==> config.mk <==
export PLATFORM = sky130hd
export DESIGN_NAME = ubm_break_unit
export DESIGN_NICKNAME = d
export VERILOG_FILES = /design/src/core/ubm_pkg.sv /design/src/core/ubm_break_unit.sv
export SDC_FILE = /design/constraint.sdc
export NUM_CORES = 1
export LEC_CHECK = 0
export BUFFER_PORTS_ARGS = -buffer_cell sky130_fd_sc_hd__buf_2
export CAP_MARGIN = 15
export CORE_AREA = 10 10 167 169
export CTS_CLUSTER_DIAMETER = 30
export DETAILED_ROUTE_END_ITERATION = 10
export DIE_AREA = 0 0 177 179
export PLACE_DENSITY = 0.79
export SYNTH_ARGS = -nofsm -noshare
export SYNTH_HDL_FRONTEND = slang
export SYNTH_SLANG_ARGS = --single-unit
export TNS_END_PERCENT = 10
==> constraint.sdc <==
create_clock -name hclk -period 2.9 [get_ports hclk]
set_input_delay 0.145 -clock hclk [delete_from_list [all_inputs] [get_ports hclk]]
set_output_delay 0.145 -clock hclk [all_outputs]
set_load 0.005 [all_outputs]
==> src/core/ubm_pkg.sv <==
// constants, field layouts and carrier types of the user break unit
// assumes one processor clock shared by bus slave and pipeline taps
package ubm_pkg;
   // =====================================================
   // register byte offsets
   localparam logic [7:0] UBM_OFF_CTRL = 8'h00;
   localparam logic [7:0] UBM_OFF_COND_A = 8'h04;
   localparam logic [7:0] UBM_OFF_COND_B = 8'h08;
   localparam logic [7:0] UBM_OFF_ADDR_A = 8'h0C;
   localparam logic [7:0] UBM_OFF_ADDR_B = 8'h10;
   localparam logic [7:0] UBM_OFF_TAG_A = 8'h14;
   localparam logic [7:0] UBM_OFF_TAG_B = 8'h18;
   localparam logic [7:0] UBM_OFF_DATA_B = 8'h1C;
   localparam logic [7:0] UBM_OFF_DMASK_B = 8'h20;
   localparam logic [7:0] UBM_OFF_IRQ_ST = 8'h24;
   localparam logic [7:0] UBM_OFF_IRQ_MASK = 8'h28;
   localparam logic [7:0] UBM_OFF_SAVED = 8'h2C;
   // =====================================================
   // control word fields
   localparam int UBM_CTRL_SEQ = 0;
   localparam int UBM_CTRL_POST_A = 1;
   localparam int UBM_CTRL_POST_B = 2;
   localparam int UBM_CTRL_DATA_B = 3;
   localparam int UBM_CTRL_FLAG_A = 4;
   localparam int UBM_CTRL_FLAG_B = 5;
   // bus-cycle condition fields: [5:4] kind, [3:2] direction, [1:0] size
   localparam int UBM_COND_KIND = 4;
   localparam int UBM_COND_DIR = 2;
   localparam int UBM_COND_SIZE = 0;
   localparam logic [1:0] UBM_KIND_FETCH = 2'h1;
   localparam logic [1:0] UBM_KIND_DATA = 2'h2;
   localparam logic [1:0] UBM_DIR_READ = 2'h1;
   localparam logic [1:0] UBM_DIR_WRITE = 2'h2;
   localparam logic [1:0] UBM_SIZE_ANY = 2'h0;
   localparam logic [1:0] UBM_SIZE_BYTE = 2'h1;
   localparam logic [1:0] UBM_SIZE_WORD = 2'h2;
   localparam logic [1:0] UBM_SIZE_LONG = 2'h3;
   // tag register: [7:0] space tag, [9:8] address mask code, [10] tag ignored
   localparam int UBM_TAG_MASK = 8;
   localparam int UBM_TAG_IGN = 10;
   localparam logic [31:0] UBM_AMASK_10 = 32'h0000_03FF;
   localparam logic [31:0] UBM_AMASK_12 = 32'h0000_0FFF;
   localparam logic [31:0] UBM_AMASK_ALL = 32'hFFFF_FFFF;
   // interrupt status bits
   localparam int UBM_IRQ_HIT_A = 0;
   localparam int UBM_IRQ_HIT_B = 1;
   localparam int UBM_IRQ_TRAP = 2;
   localparam int UBM_IRQ_W = 3;
   // reset value and AHB-Lite response and transfer codes
   localparam logic [31:0] UBM_RST_WORD = 32'h0000_0000;
   localparam logic [1:0] UBM_HRESP_OKAY = 2'h0;
   localparam logic [1:0] UBM_HTRANS_NONSEQ = 2'h2;

   // one processor bus cycle as issued by the pipeline
   typedef struct packed {
      logic valid;
      logic fetch;
      logic write;
      logic [1:0] size;
      logic [31:0] addr;
      logic [7:0] tag;
      logic [31:0] data;
   } ubm_cycle_t;

   // completion of one instruction and what stands next in the pipe
   typedef struct packed {
      logic valid;
      logic is_trap;
      logic next_exc;
      logic next_halt;
      logic next_nmi;
      logic [31:0] next_pc;
   } ubm_retire_t;

   typedef enum logic [1:0] {UBM_PEND_NONE, UBM_PEND_POST, UBM_PEND_DATA} ubm_pend_t;
endpackage

==> src/core/ubm_break_unit.sv <==
// user_break_unit: two-channel break matcher with AHB-Lite registers
// assumes cpu bus cycles and retire reports are synchronous to hclk
`timescale 1ns/10ps
module ubm_break_unit
   import ubm_pkg::*;
#(
   parameter int ADDR_W = 8
) (
   input wire logic hclk,
   input wire logic hresetn,
   input wire logic hsel,
   input wire logic [31:0] haddr,
   input wire logic [1:0] htrans,
   input wire logic hwrite,
   input wire logic [2:0] hsize,
   input wire logic hready,
   input wire logic [31:0] hwdata,
   output logic [31:0] hrdata,
   output logic hreadyout,
   output logic [1:0] hresp,
   input wire ubm_cycle_t cpu_cycle,
   input wire ubm_retire_t cpu_retire,
   output logic break_trap,
   output logic [31:0] saved_return_pointer,
   output logic irq
);
   if (ADDR_W < 6 || ADDR_W > 32) begin : g_chk
      $error("ADDR_W must hold the register map");
   end

   // =====================================================
   // matching
   // one channel hit; fetch cycles are always reads of even addresses
   function automatic logic chan_hit(input logic [15:0] cond, input logic [31:0] ref_addr,
                                     input logic [31:0] tagw, input ubm_cycle_t c,
                                     input logic use_data, input logic [31:0] dref,
                                     input logic [31:0] dmask);
      logic [1:0] kind;
      logic [1:0] dir;
      logic [1:0] sz;
      logic [31:0] am;
      logic [31:0] dm;
      logic ok;
      kind = cond[UBM_COND_KIND +: 2];
      dir = cond[UBM_COND_DIR +: 2];
      sz = cond[UBM_COND_SIZE +: 2];
      ok = c.valid && kind != 2'h0 && dir != 2'h0;
      ok = ok && (c.fetch ? kind[0] : kind[1]);
      ok = ok && (c.write ? (dir[1] && !c.fetch) : dir[0]);
      if (sz != UBM_SIZE_ANY) begin
         ok = ok && (c.size == sz);
      end
      unique case (tagw[UBM_TAG_MASK +: 2])
         2'h0: am = 32'h0;
         2'h1: am = UBM_AMASK_10;
         2'h2: am = UBM_AMASK_12;
         default: am = UBM_AMASK_ALL;
      endcase
      // low address bits dropped by size
      if (!c.fetch) begin
         unique case (c.size)
            UBM_SIZE_WORD: am[0] = 1'b1;
            UBM_SIZE_LONG: am[1:0] = 2'h3;
            default: am[0] = am[0];
         endcase
      end
      // with mask code 0 fetch cycles compare bit 0 as well, so an odd fetch target never matches
      ok = ok && (((c.addr ^ ref_addr) & ~am) == 32'h0);
      ok = ok && (tagw[UBM_TAG_IGN] || c.tag == tagw[7:0]);
      if (use_data && !c.fetch) begin
         dm = ~dmask;
         if (c.size != UBM_SIZE_LONG) begin
            dm[31:16] = 16'h0;
         end
         ok = ok && (((c.data ^ dref) & dm) == 32'h0);
      end
      return ok;
   endfunction

   // =====================================================
   // registers
   logic [31:0] ctrl_q, ctrl_d;
   logic [15:0] cond_a_q, cond_a_d, cond_b_q, cond_b_d;
   logic [31:0] addr_a_q, addr_a_d, addr_b_q, addr_b_d;
   logic [31:0] tag_a_q, tag_a_d, tag_b_q, tag_b_d;
   logic [31:0] data_b_q, data_b_d, dmask_b_q, dmask_b_d;
   logic [UBM_IRQ_W-1:0] ist_q, ist_d, imask_q, imask_d;
   logic [31:0] saved_q, saved_d;
   logic [31:0] rdata_q, rdata_d;
   logic wr_pend_q, wr_pend_d;
   logic [ADDR_W-1:0] wr_addr_q, wr_addr_d;
   logic trap_q, trap_d;
   logic armed_q, armed_d;
   ubm_pend_t pend_q, pend_d;

   logic hit_a, hit_b, raw_a, raw_b, pre_a, pre_b, post_a, post_b;
   logic seq, ev_a, ev_b, addr_ok;
   logic [ADDR_W-1:0] rd_addr;

   assign seq = ctrl_q[UBM_CTRL_SEQ];
   assign raw_a = chan_hit(cond_a_q, addr_a_q, tag_a_q, cpu_cycle, 1'b0, 32'h0, 32'h0);
   assign raw_b = chan_hit(cond_b_q, addr_b_q, tag_b_q, cpu_cycle,
                           ctrl_q[UBM_CTRL_DATA_B], data_b_q, dmask_b_q);
   // in sequential mode B counts only once A was seen in an earlier bus cycle
   assign hit_a = raw_a && !seq;
   assign hit_b = raw_b && (!seq || armed_q);
   assign pre_a = hit_a && cpu_cycle.fetch && !ctrl_q[UBM_CTRL_POST_A];
   assign pre_b = hit_b && cpu_cycle.fetch && !ctrl_q[UBM_CTRL_POST_B];
   assign post_a = hit_a && !pre_a;
   assign post_b = hit_b && !pre_b;
   assign ev_a = hit_a;
   assign ev_b = hit_b;
   assign rd_addr = haddr[ADDR_W-1:0];
   assign addr_ok = (haddr[1:0] == 2'h0);

   // =====================================================
   // break sequencing
   always_comb begin
      armed_d = armed_q;
      pend_d = pend_q;
      trap_d = 1'b0;
      saved_d = saved_q;
      if (!seq) begin
         armed_d = 1'b0;
      end else if (raw_a) begin
         armed_d = 1'b1;
      end
      if (pend_q != UBM_PEND_NONE && cpu_retire.valid) begin
         pend_d = UBM_PEND_NONE;
         if (!(pend_q == UBM_PEND_POST && (cpu_retire.is_trap || cpu_retire.next_nmi)) &&
             !(pend_q == UBM_PEND_DATA && (cpu_retire.next_exc || cpu_retire.next_halt))) begin
            // return to the instruction after the completed one
            trap_d = 1'b1;
            saved_d = cpu_retire.next_pc;
         end
      end
      // pre-execution wins over post, flags untouched
      if (pre_a || pre_b) begin
         trap_d = 1'b1;
         saved_d = cpu_cycle.addr;
         pend_d = UBM_PEND_NONE;
      end else if (post_a || post_b) begin
         pend_d = (post_b && ctrl_q[UBM_CTRL_DATA_B]) ? UBM_PEND_DATA : UBM_PEND_POST;
      end
   end

   always_ff @(posedge hclk or negedge hresetn) begin
      if (!hresetn) begin
         armed_q <= 1'b0;
         pend_q <= UBM_PEND_NONE;
         trap_q <= 1'b0;
         saved_q <= UBM_RST_WORD;
      end else begin
         armed_q <= armed_d;
         pend_q <= pend_d;
         trap_q <= trap_d;
         saved_q <= saved_d;
      end
   end

   // =====================================================
   // AHB-Lite slave, zero wait state
   // read data is fetched in the address phase so hrdata comes from a flop
   always_comb begin
      ctrl_d = ctrl_q;
      cond_a_d = cond_a_q;
      cond_b_d = cond_b_q;
      addr_a_d = addr_a_q;
      addr_b_d = addr_b_q;
      tag_a_d = tag_a_q;
      tag_b_d = tag_b_q;
      data_b_d = data_b_q;
      dmask_b_d = dmask_b_q;
      ist_d = ist_q;
      imask_d = imask_q;
      rdata_d = rdata_q;
      wr_pend_d = 1'b0;
      wr_addr_d = wr_addr_q;
      if (wr_pend_q) begin
         unique case (wr_addr_q)
            ADDR_W'(UBM_OFF_CTRL): begin
               ctrl_d[3:0] = hwdata[3:0];
               // flags only cleared by writing zero
               ctrl_d[UBM_CTRL_FLAG_A] = ctrl_q[UBM_CTRL_FLAG_A] & hwdata[UBM_CTRL_FLAG_A];
               ctrl_d[UBM_CTRL_FLAG_B] = ctrl_q[UBM_CTRL_FLAG_B] & hwdata[UBM_CTRL_FLAG_B];
            end
            ADDR_W'(UBM_OFF_COND_A): cond_a_d = hwdata[15:0];
            ADDR_W'(UBM_OFF_COND_B): cond_b_d = hwdata[15:0];
            ADDR_W'(UBM_OFF_ADDR_A): addr_a_d = hwdata;
            ADDR_W'(UBM_OFF_ADDR_B): addr_b_d = hwdata;
            ADDR_W'(UBM_OFF_TAG_A): tag_a_d = {21'h0, hwdata[10:0]};
            ADDR_W'(UBM_OFF_TAG_B): tag_b_d = {21'h0, hwdata[10:0]};
            ADDR_W'(UBM_OFF_DATA_B): data_b_d = hwdata;
            ADDR_W'(UBM_OFF_DMASK_B): dmask_b_d = hwdata;
            ADDR_W'(UBM_OFF_IRQ_ST): ist_d = ist_q & ~hwdata[UBM_IRQ_W-1:0];
            ADDR_W'(UBM_OFF_IRQ_MASK): imask_d = hwdata[UBM_IRQ_W-1:0];
            default: ist_d = ist_d;
         endcase
      end
      // hardware set wins over software clear
      if (ev_a) begin
         ctrl_d[UBM_CTRL_FLAG_A] = 1'b1;
         ist_d[UBM_IRQ_HIT_A] = 1'b1;
      end
      if (ev_b) begin
         ctrl_d[UBM_CTRL_FLAG_B] = 1'b1;
         ist_d[UBM_IRQ_HIT_B] = 1'b1;
      end
      if (trap_q) begin
         ist_d[UBM_IRQ_TRAP] = 1'b1;
      end
      if (hsel && hready && htrans == UBM_HTRANS_NONSEQ) begin
         wr_pend_d = hwrite;
         wr_addr_d = rd_addr;
         rdata_d = 32'h0;
         if (!hwrite && addr_ok) begin
            unique case (rd_addr)
               ADDR_W'(UBM_OFF_CTRL): rdata_d = {26'h0, ctrl_q[5:0]};
               ADDR_W'(UBM_OFF_COND_A): rdata_d = {16'h0, cond_a_q};
               ADDR_W'(UBM_OFF_COND_B): rdata_d = {16'h0, cond_b_q};
               ADDR_W'(UBM_OFF_ADDR_A): rdata_d = addr_a_q;
               ADDR_W'(UBM_OFF_ADDR_B): rdata_d = addr_b_q;
               ADDR_W'(UBM_OFF_TAG_A): rdata_d = tag_a_q;
               ADDR_W'(UBM_OFF_TAG_B): rdata_d = tag_b_q;
               ADDR_W'(UBM_OFF_DATA_B): rdata_d = data_b_q;
               ADDR_W'(UBM_OFF_DMASK_B): rdata_d = dmask_b_q;
               ADDR_W'(UBM_OFF_IRQ_ST): rdata_d = {29'h0, ist_q};
               ADDR_W'(UBM_OFF_IRQ_MASK): rdata_d = {29'h0, imask_q};
               ADDR_W'(UBM_OFF_SAVED): rdata_d = saved_q;
               default: rdata_d = 32'h0;
            endcase
         end
      end
   end

   always_ff @(posedge hclk or negedge hresetn) begin
      if (!hresetn) begin
         ctrl_q <= UBM_RST_WORD;
         cond_a_q <= 16'h0;
         cond_b_q <= 16'h0;
         addr_a_q <= UBM_RST_WORD;
         addr_b_q <= UBM_RST_WORD;
         tag_a_q <= UBM_RST_WORD;
         tag_b_q <= UBM_RST_WORD;
         data_b_q <= UBM_RST_WORD;
         dmask_b_q <= UBM_RST_WORD;
         ist_q <= '0;
         imask_q <= '0;
         rdata_q <= UBM_RST_WORD;
         wr_pend_q <= 1'b0;
         wr_addr_q <= '0;
      end else begin
         ctrl_q <= ctrl_d;
         cond_a_q <= cond_a_d;
         cond_b_q <= cond_b_d;
         addr_a_q <= addr_a_d;
         addr_b_q <= addr_b_d;
         tag_a_q <= tag_a_d;
         tag_b_q <= tag_b_d;
         data_b_q <= data_b_d;
         dmask_b_q <= dmask_b_d;
         ist_q <= ist_d;
         imask_q <= imask_d;
         rdata_q <= rdata_d;
         wr_pend_q <= wr_pend_d;
         wr_addr_q <= wr_addr_d;
      end
   end

   assign hrdata = rdata_q;
   assign hreadyout = 1'b1;
   assign hresp = UBM_HRESP_OKAY;
   assign break_trap = trap_q;
   assign saved_return_pointer = saved_q;
   assign irq = |(ist_q & imask_q);

   // =====================================================
   // checks
   trap_pulse_a:
      assert property (@(posedge hclk) disable iff (!hresetn)
         break_trap |-> $past(pre_a) || $past(pre_b) || $past(cpu_retire.valid))
      else $error("trap request without a hit or retire");
   pre_trap_a:
      assert property (@(posedge hclk) disable iff (!hresetn)
         (pre_a || pre_b) |=> break_trap && saved_return_pointer == $past(cpu_cycle.addr))
      else $error("pre-execution break not taken at fetch address");
   both_flags_a:
      assert property (@(posedge hclk) disable iff (!hresetn)
         (pre_a && post_b) |=> ctrl_q[UBM_CTRL_FLAG_A] && ctrl_q[UBM_CTRL_FLAG_B]
                              && pend_q == UBM_PEND_NONE)
      else $error("mixed pre and post break lost a flag");
   fetch_write_a:
      assert property (@(posedge hclk) disable iff (!hresetn)
         (cpu_cycle.fetch && cond_a_q[UBM_COND_DIR +: 2] == UBM_DIR_WRITE) |-> !raw_a)
      else $error("fetch matched a write-only condition");
   trap_suppress_a:
      assert property (@(posedge hclk) disable iff (!hresetn)
         (pend_q == UBM_PEND_POST && cpu_retire.valid && cpu_retire.is_trap
          && !pre_a && !pre_b) |=> !break_trap)
      else $error("post break taken on trap instruction");
   data_suppress_a:
      assert property (@(posedge hclk) disable iff (!hresetn)
         (pend_q == UBM_PEND_DATA && cpu_retire.valid
          && (cpu_retire.next_exc || cpu_retire.next_halt) && !pre_a && !pre_b) |=> !break_trap)
      else $error("data break taken before exception or halt");
   data_return_a:
      assert property (@(posedge hclk) disable iff (!hresetn)
         (pend_q == UBM_PEND_DATA && cpu_retire.valid && !cpu_retire.next_exc
          && !cpu_retire.next_halt && !pre_a && !pre_b)
         |=> break_trap && saved_return_pointer == $past(cpu_retire.next_pc))
      else $error("data break return pointer wrong");
   seq_order_a:
      assert property (@(posedge hclk) disable iff (!hresetn)
         (seq && raw_b && !armed_q) |=> ctrl_q[UBM_CTRL_FLAG_B] == $past(ctrl_q[UBM_CTRL_FLAG_B])
                                         || $past(wr_pend_q))
      else $error("sequence matched without earlier channel A hit");
   seq_flag_a:
      assert property (@(posedge hclk) disable iff (!hresetn)
         (seq && !$past(ctrl_q[UBM_CTRL_FLAG_A]) && !$past(wr_pend_q)) |-> !ctrl_q[UBM_CTRL_FLAG_A])
      else $error("sequential mode set flag A");
   flag_sticky_a:
      assert property (@(posedge hclk) disable iff (!hresetn)
         (ctrl_q[UBM_CTRL_FLAG_B] && !wr_pend_q) |=> ctrl_q[UBM_CTRL_FLAG_B])
      else $error("flag B cleared without a write");
endmodule

==> results.toml <==
[floorplanning]
rows = 58
fp.dieH_um = 179
die-area_um2 = 31700
core_um2 = 24700
ios = 257
die_x_um = 177
start_util_pct = 54.6

[sta]
hold_violations = 0
period_share_pct = 93.8
finalCriticalPeriod_ns = 2.72
slew_headroom_pct = 46.7
max_freq_ghz = 0.367
finClkSkew_ns = 0.0145
rsz0062_at_grt = "false"
setup_viol = 0
tns_ns = 0
slew_viol_final = 0
tightest_slew_ns = 0.800
hold_ws_ns = 0.0192

[worst_setup_path]
critPathCaptureType = "flop"
cp.required_ns = 3.34
start_kind = "flop"
cp_data_arrival_time_ns = 3.16
crit_fanout = 19
critPathKind = "reg2reg"
ff2ff_path_depth = 8

[min_path]
hold_path.class = "in2reg"
min_path_cells = 2

[final_layout]
final_area_um2 = 18200
final_net_count = 1596
fin_cells = 1785
area_delta_synth_final_pct = 34.6
layout-drive-gt1-share_pct = 43.9

[clock_tree]
cts_root_buf = "clkbuf_16"
path_clk_slew_ns = 0.05
clock_latency_ns = 0.55
cts_sinks = 271
cts_resized = 0
clock_path_buffers = 3
htreeDepth = 2
cts_buffers = 53
tritoncts = "done"

[logic_synthesis]
netlist.top_cell.by_area = "dfrtp_1"
synth_cell_types = 55
yosysWarnings = 0
synth_seq_area_share_pct = 50.2
synth_flop_cell = "dfrtp_1"
syn_area_um2 = 13500
synth_area_leaders = "dfrtp_1 (50%), mux2_2 (20%), xnor2_1 (4.9%), mux2_4 (3.2%), a22oi_1 (2.7%)"
avgSynthCellArea_um2 = 12.9
synth_edf_count = 0
yosysMostFrequentCell = "dfrtp_1"
synth_commonest_cells = "dfrtp_1 (271), mux2_2 (235), xnor2_1 (76)"
ys_async_sr_fraction_pct = 100
synth_cells = 1049
ys_ff_latch = 271
synth_top_area_share_pct = 50.2

[run_status]
outcome = "finished clean"

[global_routing]
grt_pass1_vias = 12200
grt_pass1_wl_um = 70900
grt_start_max_net_pins = 99
track_usage_pct = 28.8
grt.overflow.total = 0
antenna_found_initial = 3

[drt]
wl_per_cell_um = 25.7
viasPerCell = 6.22
drt_pass1_iterations = 6
wirelength_um = 45800
ant_nets = 0
vias = 11100
drc = 0
drtIter0Drc = 1212

[power_and_ir_drop]
powerDensity_nw_per_um2 = 662
peakVddDrop_mv = 0.455
power_mw = 12.1
leakagePower_nw = 8.61

[place]
place_area_um2 = 15100
io_buffers = 226
placed_cells = 1581
place_congestion = 0.991
dp.final_hpwl_um = 29900

[job]
max-cap-violations = 0
==> stage by stage <==
stage                     setup WS, ns  util (%)
after floorplan                  0.684         -
after global placement           0.299      61.2
after detailed placement         0.235      61.2
after CTS                        0.241      73.5
after global routing             0.126      73.5
final                            0.179      73.5
==> cell usage in the layout (no fill, tap or decap), drive strengths merged, types with 3 or more instances in the layout <==
cell type	Yosys	final
bufinv	0	15
nor4	13	13
nand3b	3	3
a222oi	27	27
or4b	4	4
o22ai	14	14
nor2b	3	3
inv	9	10
nor3	9	9
a221oi	17	17
xor2	36	36
dfrtp	271	271
a21o	29	29
nor2	25	25
diode	0	3
clkinvlp	0	7
a22o	10	10
nand4	11	11
o21ai	17	17
a22oi	48	48
clkinv	0	14
nand3	9	9
xnor2	76	76
a21oi	22	22
conb	2	3
clkbuf	33	62
mux2	264	264
a41o	3	3
a31oi	12	12
nand2	27	27
buf	26	260
nor3b	7	7
dlygate4sd3	0	102
==> path summary, 6_finish.rpt <==
kind                        startpoint                        to  slack (ns)
min in group asynchronous      hresetn                 hrdata[2]        0.24
setup reg to reg           addr_a_q[0]  saved_return_pointer[28]        0.18
hold reg to reg              hrdata[0]                 hrdata[0]        0.47
setup / recovery           addr_a_q[0]  saved_return_pointer[28]        0.18
hold / removal                haddr[3]              wr_addr_q[3]        0.02
max in group asynchronous      hresetn              data_b_q[11]        1.70
==> sequential cells by signal (all words and copies together), names as in the netlist, 6 cells and up <==
register and cells:
addr_b_q 32, cond_a_q 16, ctrl_q 6, wr_addr_q 8, tag_a_q 11, addr_a_q 32
cond_b_q 16, saved_return_pointer 32, data_b_q 32, hrdata 32, tag_b_q 11, dmask_b_q 32
==> worst max-delay path: stages (launching register included) <==
cell and delay (ns):
dfrtp_1 0.42, xor2_1 0.31, o21ai_0 0.13, a41o_1 0.22, a41oi_4 0.29, nor4_4 0.09
a21oi_4 0.47, buf_12 0.30, mux2_2 0.35
==> logic make-up (layout without fill, tap and decap cells) <==
family	after synthesis	count (layout)	share of synthesized area (%)
flip-flops	271	271	50.2
multiplexers	265	265	22.9
AO/OA/AOI/OAI	211	211	11.9
AND/OR/NAND/NOR	120	120	5.30
XOR/XNOR	112	112	7.26
buffers and inverters	68	470	2.46
other	2	6	0.0555
==> layout make-up <==
cell class,count,area (µm²)
multi-input cells,711,6450
fillers,1495,6550
clock inverters,37,622
well taps,330,413
diodes,3,7.51
clock buffers,62,1400
inverters,9,33.8
flip-flops and latches,271,6780
repair buffers,362,2490
==> per-layer routing <==
metal	track usage (%)	wire length, µm	vias up
met2	47.7	22300	673
met5	0	0	-
met1	34.1	16900	5548
li1	-	-	4713
met4	15.7	2400	0
met3	6.99	4230	170
==> repair_timing <==
| action | CTS | global route |
|---|---|---|
| hold endpoints to repair | 285 | 0 |
| hold buffers | 102 | 0 |
| setup buffers | 0 | 0 |
==> where the power goes <==
part	internal [mW]	total [mW]	leakage, nW	switching, mW
clock	4.79	6.86	0.968	2.07
sequential	4.00	4.21	3.47	0.210
combinational	0.495	0.976	4.17	0.481
total	9.29	12.1	8.61	2.76
Power figures use the tool's default switching activity.
